===== src/hw/cbam_regs.svh =====
// constants of the cpu bus access and block move core
// assumes inclusion by the package and the core; definitions only
// What this block does
// - copy count bytes, bump pointers; zero does nothing
// - next instruction right after last byte
// - execution, halt and exception states with modes
// - active uses system clock, subactive subclock
// - interrupt pushes program counter and flags
// - every bus cycle takes two states
// - memory bus 16 bits, byte or word
// - peripheral bus 8 bits, bytes only
// - empty area: writes lost, reads all ones
// - word write to io keeps upper byte
// - word read from io fills upper half
// - bit ops are 8-bit read-modify-write
// - shared timer address: read counter, write reload
// - standard input bit writes back pin level
// - high-voltage input high turns output on
// - high-voltage output read low turns off
// - standard output bit reads data register
`ifndef CBAM_REGS_SVH
`define CBAM_REGS_SVH
`define CBAM_ROM_TOP 16'h3FFF
`define CBAM_RAM_BASE 16'hF780
`define CBAM_RAM_TOP 16'hFF7F
`define CBAM_IO_BASE 16'hFF80
`define CBAM_TMR_ADDR 16'hFFC3
`define CBAM_PORT_ADDR 16'hFFD1
`define CBAM_EMPTY_BYTE 8'hFF
`define CBAM_WORD_STEP 16'h0002
`define CBAM_BYTE_STEP 16'h0001
`define CBAM_COUNT_ONE 8'h01
`define CBAM_COUNT_ZERO 8'h00
`define CBAM_TMR_RST 8'h00
`define CBAM_PORT_RST 8'h00
`endif


===== src/hw/cbam_pkg.sv =====
// types and shared decode of the cpu bus access core
// assumes cbam_regs.svh is on the include path
`include "cbam_regs.svh"
package cbam_pkg;
    typedef enum logic [2:0] {
        PH_IDLE = 3'h1, PH_T1 = 3'h2, PH_T2 = 3'h4
    } cbam_phase_type;
    typedef enum logic [6:0] {
        OP_ACCESS = 7'h01, OP_RMW_RD = 7'h02, OP_RMW_WR = 7'h04, OP_MV_RD = 7'h08,
        OP_MV_WR = 7'h10, OP_PUSH_PC = 7'h20, OP_PUSH_CCR = 7'h40
    } cbam_op_type;
    typedef enum logic [2:0] {
        CMD_READ = 3'h0, CMD_WRITE = 3'h1, CMD_BSET = 3'h2, CMD_BCLR = 3'h3,
        CMD_MOVE = 3'h4, CMD_IRQ = 3'h5, CMD_MODE = 3'h6
    } cbam_cmd_type;
    typedef enum logic [4:0] {
        MODE_ACTIVE = 5'h01, MODE_SUBACTIVE = 5'h02, MODE_SLEEP = 5'h04,
        MODE_STANDBY = 5'h08, MODE_WATCH = 5'h10
    } cbam_mode_type;
    typedef enum logic [2:0] {
        CPU_EXEC = 3'h1, CPU_HALT = 3'h2, CPU_EXCP = 3'h4
    } cbam_cpu_type;
    typedef enum logic [1:0] {
        AREA_MEM = 2'h0, AREA_IO = 2'h1, AREA_LOCAL = 2'h2, AREA_EMPTY = 2'h3
    } cbam_area_type;
    typedef struct packed {
        cbam_phase_type phase;
        cbam_op_type op;
        cbam_cpu_type cpu;
        cbam_mode_type mode;
        logic [15:0] addr;
        logic we;
        logic word;
        logic [15:0] wdata;
        logic [15:0] rdata;
        logic [7:0] count;
        logic [15:0] src;
        logic [15:0] dst;
        logic [15:0] sp;
        logic [15:0] base;
        logic [15:0] pc;
        logic [7:0] condition_code_reg;
        logic [2:0] bitn;
        logic setb;
        logic mem_req;
        logic per_req;
        logic done;
    } cbam_state_type;

    // address map decode, used by the sequencer and by the read data select
    function automatic cbam_area_type area_of(input logic [15:0] a);
        if (a <= `CBAM_ROM_TOP || (a >= `CBAM_RAM_BASE && a <= `CBAM_RAM_TOP)) begin
            return AREA_MEM;
        end else if (a == `CBAM_TMR_ADDR || a == `CBAM_PORT_ADDR) begin
            return AREA_LOCAL;
        end else if (a >= `CBAM_IO_BASE) begin
            return AREA_IO;
        end
        return AREA_EMPTY;
    endfunction : area_of

    // single bit set or clear inside a byte
    function automatic logic [7:0] bit_mod(input logic [7:0] b, input logic [2:0] n,
                                           input logic s);
        logic [7:0] r;
        r = b;
        r[n] = s;
        return r;
    endfunction : bit_mod
endpackage : cbam_pkg


===== src/hw/cbam_timer.sv =====
// reloadable 8-bit timer with counter and reload on one address
// assumes writes come as one-cycle strobes from the core
`timescale 1ns/1ns
`include "cbam_regs.svh"
module cbam_timer (
    input wire logic clk_sys_i,
    input wire logic rst_i,
    input wire logic wr_i,
    input wire logic [7:0] wdata_i,
    output logic [7:0] count_o
);
    typedef struct packed {
        logic [7:0] cnt;
        logic [7:0] reload;
    } cbam_tmr_type;
    cbam_tmr_type q, d;

    // writes land in the reload value only; reads see the live count
    always_comb begin
        d = q;
        if (wr_i) begin
            d.reload = wdata_i;
        end
        d.cnt = (q.cnt == 8'hFF) ? q.reload : q.cnt + 8'h01;
    end

    always_ff @(posedge clk_sys_i) begin
        if (rst_i) begin
            q <= {`CBAM_TMR_RST, `CBAM_TMR_RST};
        end else begin
            q <= d;
        end
    end

    assign count_o = q.cnt;
endmodule : cbam_timer


===== src/hw/cbam_port.sv =====
// 8-bit port whose data register shares its address with the pins
// assumes pin levels synchronous to the clock, direction and hv mask static
`timescale 1ns/1ns
`include "cbam_regs.svh"
module cbam_port (
    input wire logic clk_sys_i,
    input wire logic rst_i,
    input wire logic wr_i,
    input wire logic [7:0] wdata_i,
    input wire logic [7:0] pin_i,
    input wire logic [7:0] dir_i,
    input wire logic [7:0] hv_i,
    output logic [7:0] rdata_o,
    output logic [7:0] dr_o,
    output logic [7:0] oe_o
);
    typedef struct packed {
        logic [7:0] dr;
    } cbam_port_type;
    cbam_port_type q, d;

    // a read-modify-write stores back whatever was read
    always_comb begin
        d = q;
        if (wr_i) begin
            d.dr = wdata_i;
        end
    end

    always_ff @(posedge clk_sys_i) begin
        if (rst_i) begin
            q <= `CBAM_PORT_RST;
        end else begin
            q <= d;
        end
    end

    // high-voltage bits read the pin, standard ones by direction
    assign rdata_o = (hv_i & pin_i) | (~hv_i & ((dir_i & q.dr) | (~dir_i & pin_i)));
    // high-voltage bit drives only while its data bit is 1
    assign oe_o = (hv_i & q.dr) | (~hv_i & dir_i);
    assign dr_o = q.dr;
endmodule : cbam_port


===== src/hw/cbam_core.sv =====
// cpu bus sequencer: accesses, bit ops, block move, interrupt push
// assumes memory and peripherals answer in the second state of a cycle
`timescale 1ns/1ns
`include "cbam_regs.svh"
module cbam_core (
    input wire logic clk_sys_i,
    input wire logic rst_i,
    input wire logic cmd_valid_i,
    output logic cmd_ready_o,
    input wire logic [2:0] cmd_op_i,
    input wire cbam_pkg::cbam_mode_type cmd_mode_i,
    input wire logic [15:0] cmd_addr_i,
    input wire logic cmd_word_i,
    input wire logic [15:0] cmd_wdata_i,
    input wire logic [2:0] cmd_bit_i,
    input wire logic [7:0] cmd_count_i,
    input wire logic [15:0] cmd_src_i,
    input wire logic [15:0] cmd_dst_i,
    input wire logic [15:0] cmd_sp_i,
    input wire logic [15:0] cmd_pc_i,
    input wire logic [7:0] cmd_ccr_i,
    output logic done_o,
    output logic [15:0] rdata_o,
    output logic [7:0] count_o,
    output logic [15:0] src_o,
    output logic [15:0] dst_o,
    output logic [15:0] sp_o,
    output cbam_pkg::cbam_cpu_type cpu_state_o,
    output cbam_pkg::cbam_mode_type mode_o,
    output logic clk_sub_sel_o,
    output logic mem_req_o,
    output logic mem_we_o,
    output logic mem_word_o,
    output logic [15:0] mem_addr_o,
    output logic [15:0] mem_wdata_o,
    input wire logic [15:0] mem_rdata_i,
    output logic per_req_o,
    output logic per_we_o,
    output logic [15:0] per_addr_o,
    output logic [7:0] per_wdata_o,
    input wire logic [7:0] per_rdata_i,
    input wire logic [7:0] port_pin_i,
    input wire logic [7:0] port_dir_i,
    input wire logic [7:0] port_hv_i,
    output logic [7:0] port_dr_o,
    output logic [7:0] port_oe_o,
    output logic [7:0] timer_count_o
);
    cbam_pkg::cbam_state_type q, d;
    cbam_pkg::cbam_area_type area;
    logic [7:0] rbyte;
    logic [15:0] rword;
    logic [7:0] port_rdata;
    logic tmr_wr, port_wr;

    // start one two-state bus cycle; io gets the upper byte of a word
    function automatic cbam_pkg::cbam_state_type issue(input cbam_pkg::cbam_state_type s,
        input logic [15:0] a, input logic we, input logic word, input logic [15:0] w);
        cbam_pkg::cbam_state_type r;
        cbam_pkg::cbam_area_type ar;
        r = s;
        ar = cbam_pkg::area_of(a);
        r.phase = cbam_pkg::PH_T1;
        r.addr = a;
        r.we = we;
        r.word = word;
        if (!word) begin
            r.wdata = {w[7:0], w[7:0]};
        end else if (ar != cbam_pkg::AREA_MEM) begin
            r.wdata = {w[15:8], w[15:8]};
        end else begin
            r.wdata = w;
        end
        r.mem_req = (ar == cbam_pkg::AREA_MEM);
        r.per_req = (ar == cbam_pkg::AREA_IO);
        return r;
    endfunction : issue

    // empty area never reaches a bus: writes vanish, reads give all ones
    always_comb begin
        area = cbam_pkg::area_of(q.addr);
        unique case (area)
            cbam_pkg::AREA_MEM: rbyte = q.addr[0] ? mem_rdata_i[7:0] : mem_rdata_i[15:8];
            cbam_pkg::AREA_IO: rbyte = per_rdata_i;
            cbam_pkg::AREA_LOCAL: rbyte = (q.addr == `CBAM_TMR_ADDR) ? timer_count_o : port_rdata;
            cbam_pkg::AREA_EMPTY: rbyte = `CBAM_EMPTY_BYTE;
        endcase
        if (!q.word) begin
            rword = {8'h00, rbyte};
        end else if (area == cbam_pkg::AREA_MEM) begin
            rword = mem_rdata_i;
        end else begin
            rword = {rbyte, `CBAM_EMPTY_BYTE};
        end
    end

    // local registers are written in the first state of a cycle
    assign tmr_wr = (q.phase == cbam_pkg::PH_T1) && q.we && (q.addr == `CBAM_TMR_ADDR);
    assign port_wr = (q.phase == cbam_pkg::PH_T1) && q.we && (q.addr == `CBAM_PORT_ADDR);

    // sequencer: accept a command, run its bus cycles, pulse done
    always_comb begin
        d = q;
        d.done = 1'b0;
        d.mem_req = 1'b0;
        d.per_req = 1'b0;
        unique case (q.phase)
            cbam_pkg::PH_IDLE: begin
                if (cmd_valid_i && cmd_ready_o) begin
                    d.bitn = cmd_bit_i;
                    unique case (cmd_op_i)
                        cbam_pkg::CMD_READ: begin
                            d = issue(d, cmd_addr_i, 1'b0, cmd_word_i, cmd_wdata_i);
                            d.op = cbam_pkg::OP_ACCESS;
                        end
                        cbam_pkg::CMD_WRITE: begin
                            d = issue(d, cmd_addr_i, 1'b1, cmd_word_i, cmd_wdata_i);
                            d.op = cbam_pkg::OP_ACCESS;
                        end
                        cbam_pkg::CMD_BSET, cbam_pkg::CMD_BCLR: begin
                            d = issue(d, cmd_addr_i, 1'b0, 1'b0, cmd_wdata_i);
                            d.setb = (cmd_op_i == cbam_pkg::CMD_BSET);
                            d.op = cbam_pkg::OP_RMW_RD;
                        end
                        cbam_pkg::CMD_MOVE: begin
                            d.count = cmd_count_i;
                            d.src = cmd_src_i;
                            d.dst = cmd_dst_i;
                            if (cmd_count_i == `CBAM_COUNT_ZERO) begin
                                d.done = 1'b1;
                            end else begin
                                d = issue(d, cmd_src_i, 1'b0, 1'b0, cmd_wdata_i);
                                d.op = cbam_pkg::OP_MV_RD;
                            end
                        end
                        cbam_pkg::CMD_IRQ: begin
                            d.cpu = cbam_pkg::CPU_EXCP;
                            d.base = cmd_sp_i;
                            d.pc = cmd_pc_i;
                            d.condition_code_reg = cmd_ccr_i;
                            d.sp = cmd_sp_i - `CBAM_WORD_STEP;
                            d = issue(d, cmd_sp_i - `CBAM_WORD_STEP, 1'b1, 1'b1, cmd_pc_i);
                            d.op = cbam_pkg::OP_PUSH_PC;
                        end
                        default: begin
                            // mode change; halt modes stop all bus traffic
                            d.mode = cmd_mode_i;
                            d.cpu = (cmd_mode_i == cbam_pkg::MODE_ACTIVE ||
                                     cmd_mode_i == cbam_pkg::MODE_SUBACTIVE) ?
                                    cbam_pkg::CPU_EXEC : cbam_pkg::CPU_HALT;
                            d.done = 1'b1;
                        end
                    endcase
                end
            end
            cbam_pkg::PH_T1: d.phase = cbam_pkg::PH_T2;
            cbam_pkg::PH_T2: begin
                d.phase = cbam_pkg::PH_IDLE;
                unique case (q.op)
                    cbam_pkg::OP_ACCESS: begin
                        if (!q.we) begin
                            d.rdata = rword;
                        end
                        d.done = 1'b1;
                    end
                    cbam_pkg::OP_RMW_RD: begin
                        // whole byte goes back, other bits as they were read
                        d.rdata = {8'h00, rbyte};
                        d = issue(d, q.addr, 1'b1, 1'b0,
                                  {8'h00, cbam_pkg::bit_mod(rbyte, q.bitn, q.setb)});
                        d.op = cbam_pkg::OP_RMW_WR;
                    end
                    cbam_pkg::OP_MV_RD: begin
                        d = issue(d, q.dst, 1'b1, 1'b0, {8'h00, rbyte});
                        d.op = cbam_pkg::OP_MV_WR;
                    end
                    cbam_pkg::OP_MV_WR: begin
                        // no wrap guard: the destination stays below the top
                        d.src = q.src + `CBAM_BYTE_STEP;
                        d.dst = q.dst + `CBAM_BYTE_STEP;
                        d.count = q.count - `CBAM_COUNT_ONE;
                        if (q.count == `CBAM_COUNT_ONE) begin
                            d.done = 1'b1;
                        end else begin
                            d = issue(d, q.src + `CBAM_BYTE_STEP, 1'b0, 1'b0, q.wdata);
                            d.op = cbam_pkg::OP_MV_RD;
                        end
                    end
                    cbam_pkg::OP_PUSH_PC: begin
                        d.sp = q.sp - `CBAM_WORD_STEP;
                        d = issue(d, q.sp - `CBAM_WORD_STEP, 1'b1, 1'b1, {q.condition_code_reg, q.condition_code_reg});
                        d.op = cbam_pkg::OP_PUSH_CCR;
                    end
                    default: begin
                        // rmw write back or flag push finished
                        d.cpu = cbam_pkg::CPU_EXEC;
                        d.done = 1'b1;
                    end
                endcase
            end
            default: d.phase = cbam_pkg::PH_IDLE;
        endcase
    end

    always_ff @(posedge clk_sys_i) begin
        if (rst_i) begin
            q <= '0;
            q.phase <= cbam_pkg::PH_IDLE;
            q.op <= cbam_pkg::OP_ACCESS;
            q.cpu <= cbam_pkg::CPU_EXEC;
            q.mode <= cbam_pkg::MODE_ACTIVE;
        end else begin
            q <= d;
        end
    end

    // halted core takes only mode commands, to wake it
    assign cmd_ready_o = (q.phase == cbam_pkg::PH_IDLE) &&
                         (q.cpu == cbam_pkg::CPU_EXEC || cmd_op_i == cbam_pkg::CMD_MODE);
    assign clk_sub_sel_o = (q.mode == cbam_pkg::MODE_SUBACTIVE);
    assign done_o = q.done;
    assign rdata_o = q.rdata;
    assign count_o = q.count;
    assign src_o = q.src;
    assign dst_o = q.dst;
    assign sp_o = q.sp;
    assign cpu_state_o = q.cpu;
    assign mode_o = q.mode;
    assign mem_req_o = q.mem_req;
    assign mem_we_o = q.we;
    assign mem_word_o = q.word;
    assign mem_addr_o = q.addr;
    assign mem_wdata_o = q.wdata;
    assign per_req_o = q.per_req;
    assign per_we_o = q.we;
    assign per_addr_o = q.addr;
    assign per_wdata_o = q.wdata[7:0];

    cbam_timer u_timer (
        .clk_sys_i(clk_sys_i),
        .rst_i(rst_i),
        .wr_i(tmr_wr),
        .wdata_i(q.wdata[7:0]),
        .count_o(timer_count_o)
    );

    cbam_port u_port (
        .clk_sys_i(clk_sys_i),
        .rst_i(rst_i),
        .wr_i(port_wr),
        .wdata_i(q.wdata[7:0]),
        .pin_i(port_pin_i),
        .dir_i(port_dir_i),
        .hv_i(port_hv_i),
        .rdata_o(port_rdata),
        .dr_o(port_dr_o),
        .oe_o(port_oe_o)
    );

    // checks on the sequencer's own outputs
    a_bus_two_states: assert property (@(posedge clk_sys_i) disable iff (rst_i)
        (mem_req_o || per_req_o) |=> (!mem_req_o && !per_req_o && q.phase == cbam_pkg::PH_T2))
        else $error("bus cycle not two states");
    a_move_zero_count: assert property (@(posedge clk_sys_i) disable iff (rst_i)
        (cmd_valid_i && cmd_ready_o && cmd_op_i == cbam_pkg::CMD_MOVE && cmd_count_i == 8'h00)
        |=> (done_o && !mem_req_o && !per_req_o))
        else $error("zero count move did a transfer");
    a_move_ptr_step: assert property (@(posedge clk_sys_i) disable iff (rst_i)
        (q.phase == cbam_pkg::PH_T2 && q.op == cbam_pkg::OP_MV_WR)
        |=> (src_o == $past(src_o) + 16'h0001 && count_o == $past(count_o) - 8'h01))
        else $error("move pointers or count wrong");
    a_move_last_done: assert property (@(posedge clk_sys_i) disable iff (rst_i)
        (q.phase == cbam_pkg::PH_T2 && q.op == cbam_pkg::OP_MV_WR && q.count == 8'h01)
        |=> (done_o && cmd_ready_o == (q.cpu == cbam_pkg::CPU_EXEC)))
        else $error("move did not finish at last byte");
    a_irq_push_sp: assert property (@(posedge clk_sys_i) disable iff (rst_i)
        (cmd_valid_i && cmd_ready_o && cmd_op_i == cbam_pkg::CMD_IRQ)
        |=> ##4 (done_o && sp_o == q.base - 16'h0004 && cpu_state_o == cbam_pkg::CPU_EXEC))
        else $error("interrupt push wrong");
    a_halt_no_bus: assert property (@(posedge clk_sys_i) disable iff (rst_i)
        (cpu_state_o == cbam_pkg::CPU_HALT) |-> (!mem_req_o && !per_req_o && !cmd_ready_o
        || cmd_op_i == cbam_pkg::CMD_MODE))
        else $error("bus active while halted");
    a_empty_read_ones: assert property (@(posedge clk_sys_i) disable iff (rst_i)
        (q.phase == cbam_pkg::PH_T2 && !q.we && q.op == cbam_pkg::OP_ACCESS &&
         area == cbam_pkg::AREA_EMPTY) |=> (done_o && rdata_o[7:0] == 8'hFF))
        else $error("empty read not all ones");
    a_io_word_read: assert property (@(posedge clk_sys_i) disable iff (rst_i)
        (q.phase == cbam_pkg::PH_T2 && !q.we && q.word && q.op == cbam_pkg::OP_ACCESS &&
         area == cbam_pkg::AREA_IO) |=> (rdata_o == {$past(per_rdata_i), 8'hFF}))
        else $error("io word read misplaced");
    a_rmw_one_bit: assert property (@(posedge clk_sys_i) disable iff (rst_i)
        (q.phase == cbam_pkg::PH_T1 && q.op == cbam_pkg::OP_RMW_WR)
        |-> ((q.wdata[7:0] & ~(8'h01 << q.bitn)) == (rdata_o[7:0] & ~(8'h01 << q.bitn))))
        else $error("bit op touched other bits");
    a_io_word_write: assert property (@(posedge clk_sys_i) disable iff (rst_i)
        (cmd_valid_i && cmd_ready_o && cmd_op_i == cbam_pkg::CMD_WRITE && cmd_word_i &&
         cbam_pkg::area_of(cmd_addr_i) == cbam_pkg::AREA_IO)
        |=> (per_req_o && per_wdata_o == $past(cmd_wdata_i[15:8])))
        else $error("io word write lost upper byte");

    c_move_done: cover property (@(posedge clk_sys_i) disable iff (rst_i)
        q.phase == cbam_pkg::PH_T2 && q.op == cbam_pkg::OP_MV_WR && q.count == 8'h01);
    c_irq_done: cover property (@(posedge clk_sys_i) disable iff (rst_i)
        q.phase == cbam_pkg::PH_T2 && q.op == cbam_pkg::OP_PUSH_CCR);
    c_rmw_done: cover property (@(posedge clk_sys_i) disable iff (rst_i)
        q.phase == cbam_pkg::PH_T2 && q.op == cbam_pkg::OP_RMW_WR);
    c_halt_wake: cover property (@(posedge clk_sys_i) disable iff (rst_i)
        cpu_state_o == cbam_pkg::CPU_HALT ##[1:20] cpu_state_o == cbam_pkg::CPU_EXEC);
endmodule : cbam_core


===== config.mk =====
export PLATFORM = sky130hd
export DESIGN_NAME = cbam_core
export DESIGN_NICKNAME = d
export VERILOG_FILES = /design/src/hw/cbam_pkg.sv /design/src/hw/cbam_timer.sv /design/src/hw/cbam_port.sv /design/src/hw/cbam_core.sv
export VERILOG_INCLUDE_DIRS = /design/src /design/src/hw
export SDC_FILE = /design/constraint.sdc
export NUM_CORES = 1
export LEC_CHECK = 0
export BUFFER_PORTS_ARGS = -buffer_cell sky130_fd_sc_hd__buf_4
export CAP_MARGIN = 10
export CELL_PAD_IN_SITES_DETAIL_PLACEMENT = 1
export CELL_PAD_IN_SITES_GLOBAL_PLACEMENT = 2
export CORE_ASPECT_RATIO = 0.5
export CORE_MARGIN = 2
export CORE_UTILIZATION = 25
export DETAILED_ROUTE_END_ITERATION = 6
export PLACE_DENSITY_LB_ADDON = 0.1
export REMOVE_ABC_BUFFERS = 1
export SLEW_MARGIN = 0
export SYNTH_ARGS = -nofsm -noshare
export SYNTH_HDL_FRONTEND = slang
export SYNTH_SLANG_ARGS = --single-unit

===== constraint.sdc =====
create_clock -name clk_sys_i -period 4.5 [get_ports clk_sys_i]
set_input_delay 0.225 -clock clk_sys_i [delete_from_list [all_inputs] [get_ports clk_sys_i]]
set_output_delay 0.225 -clock clk_sys_i [all_outputs]
set_load 0.01 [all_outputs]

==> impl_results.md <==
- Status: finished, violations left
- Failing checks: DRC
- Starting Density: 25.2%
- Clk slew on worst S/H paths: approximately 0.080 ns
- Diodes inserted: 0
- Syn Std Cell Area: about 12000 um^2
- Critical path capture point type: register
- Clock Latency Late Sink: 0.46 ns
- Power Dens Cells: between 200 and 300 nW/um^2
- Hold Crit Class: in -> reg
- P_leak: 5.85 nW
- Element type at the critical path start: register
- Max FO, Critical Path: 6
- Nets: 1986
- DR iter-0 viols: 925
- Initial antenna violation count: 2
- Layout cells sized above 1: roughly 25%
- Most frequent cells in the layout: buf_4 (373), nand2_1 (178), nor2_1 (175)
- Synth unique cells: 94
- Io pins: approximately 340
- #FFs+latches synth: 163
- Layout area overhead: 24.3%
- RD Place Congestion: 0.875
- Die X-Extent: about 320 um
- First-pass GRT wire length: 92.1 mm
- TNS Setup: 0 ns
- Die ar.: 50700 um^2
- CTS root buf: clkbuf_16
- Final HPWL DP: 48.9 mm
- MaxCap Viol Count: 0
- Worst setup path class: reg -> reg
- Total CTS buffers: 17
- DRC: 5
- Seq/Total Area, Yosys: a little over a quarter
- Remaining global-route overflow: 0
- Max VDD drop: between 0.2 and 0.25 mV
- Fin util: about a third
- Post-route ant nets: 0
- Final period utilization: between 80% and 90%
- Multi-input logic area: 7350 um^2
- Final Max Slew Viols: 0
- Die height: 160 um
- Tmin final: 3.93 ns
- Clock Skew: 0.0124 ns
- Pre-CTS setup slack: 0.963 ns
- Most common cell after layout, fill and taps aside: buf_4
- Drt wl/cell: 25.3 um
- Syn Area/Cell: 7.46 um^2
- Hold Fails Final Rpt: 0
- Ys flop type: dfxtp_1
- Max-slew headroom: 14.0%
- Setup ws final: approximately 0.57 ns
- Critical Path RT: 4.86 ns
- Drt pass-1 iters: 7
- Asr flop ratio synth: 0%
- Syn. warnings: 0
- RSZ-0062 raised after global routing: false
- Synth Instances: about 1600
- Core area: 48400 um^2
- Clk sinks: 163
- Total power draw: 4.11 mW
- Final setup viols: 0
- Largest net degree at the start of global routing: 71
- Vias: 13600
- Post-CTS setup buffers: 0
- I/O Buffers: about 340
- Gr usage total: 24.2%
- Register Area: 3260 um^2
- DR vias/cell: ~5.5
- H-Tree Depth: 4
- Fillcell total: 5886
- Row count: 57
- Arrival time at the worst endpoint: 4.28 ns
- WL final: 62.4 mm
- Worst-margin pin slew: 1.29 ns
- TritonCTS clock tree: yes
- Max Fclk: 255 MHz
- Clock Path Buffers: 2
- Number of global-route vias before repair: around 14000
- Number of synthesized flops with an enable pin: 0
## cells in the mapped netlist (28+ instances only)
cell      count  area (um^2)
dfxtp_1     163         3260
a222oi_1     34          340
nor3_1       48          240
nand2_1     178          668
a221oi_1     34          298
clkbuf_1     81          304
a21oi_1     145          726
nand3_1      66          330
xnor2_1      30          263
nor2_1      176          661
nand4_1      28          175
o21ai_0      65          325
buf_4       147         1100
## sequential cells by signal, summed over array words and instances, names as in the netlist, 3 cells and up
register and count:
cpu_state_o 3, u_port.dr_o 8, mode_o 5, u_timer.count_o 8
mem_addr_o 16, q 22, count_o 8, mem_wdata_o 16
rdata_o 16, sp_o 16, dst_o 16, src_o 16
u_timer.q 8
## per-stage QoR
| stage | area (um^2) | hold slack [ns] | std cells |
|---|---|---|---|
| 3_3_place_gp | 14300 | 0.450 | 2403 |
| 3_5_place_dp | 14300 | 0.449 | 2403 |
| 6_report | 15200 | 0.0171 | 2462 |
| 4_1_cts | 15200 | 0.000228 | 2462 |
| 5_1_grt | 15200 | 0.0202 | 2462 |
| 2_1_floorplan | 10700 | 0.294 | 1381 |
## cell type report
type,count,area share (%)
well taps,649,5.35
inverters,23,0.569
multi-input cells,1195,48.4
clock inverters,15,1.06
repair buffers,400,20.2
flip-flops and latches,163,21.5
clock buffers,17,2.81
## report_power, final
group,total (mW),switching (mW),internal (mW),leakage [nW]
sequential,1.60,0.103,1.49,1.32
clock,1.58,0.787,0.793,0.291
combinational,0.935,0.545,0.390,4.24
## routing by layer
layer | vias up | share of wire [%] | GRT usage [%] | wire length [um]
li1 | 6223 | - | - | -
met1 | 6830 | 44 | 31.7 | 27500
met2 | 428 | 48 | 40.5 | 29800
met3 | 81 | 5.7 | 4.43 | 3560
met4 | 0 | 2.5 | 6.75 | 1550
met5 | - | 0 | 0 | 0
## final timing paths
| path | slack, ns | end | cells past startpoint | from |
|---|---|---|---|---|
| setup / recovery | 0.57 | mem_wdata_o[3] | 8 | mem_addr_o[2] |
| hold / removal | 0.02 | mem_wdata_o[4] | 3 | cmd_pc_i[4] |
| setup reg to reg | 0.57 | mem_wdata_o[3] | 8 | mem_addr_o[2] |
| hold reg to reg | 0.46 | u_timer.count_o[1] | 2 | u_timer.q[1] |
## logic make-up after synthesis
kind of cell    after synthesis  synth area share (%)
simple gates                655                  27.0
compound gates              441                  24.9
buf+inv                     276                  13.3
flops                       163                  26.8
xor+xnor                     53                  3.81
mux                          35                  3.06
fa+ha+maj                    11                  1.13
## critical path, stage by stage (launching register included)
cell and delay (ns):
dfxtp_1 0.35, nor4b_2 0.92, nand4_1 0.46, and2_1 0.31, o32ai_1 0.60, a21oi_1 0.26, a22oi_1 0.25, nand3_1 0.09
dlygate4sd3_1 0.56
## timing repair
item | in CTS | in global routing
hold endpoints to repair | 20 | 0
hold buffers | 27 | 0
gates resized for setup | 0 | 0
endpoints found under the setup margin | 0 | 0
(Power assumes the default switching activity.)
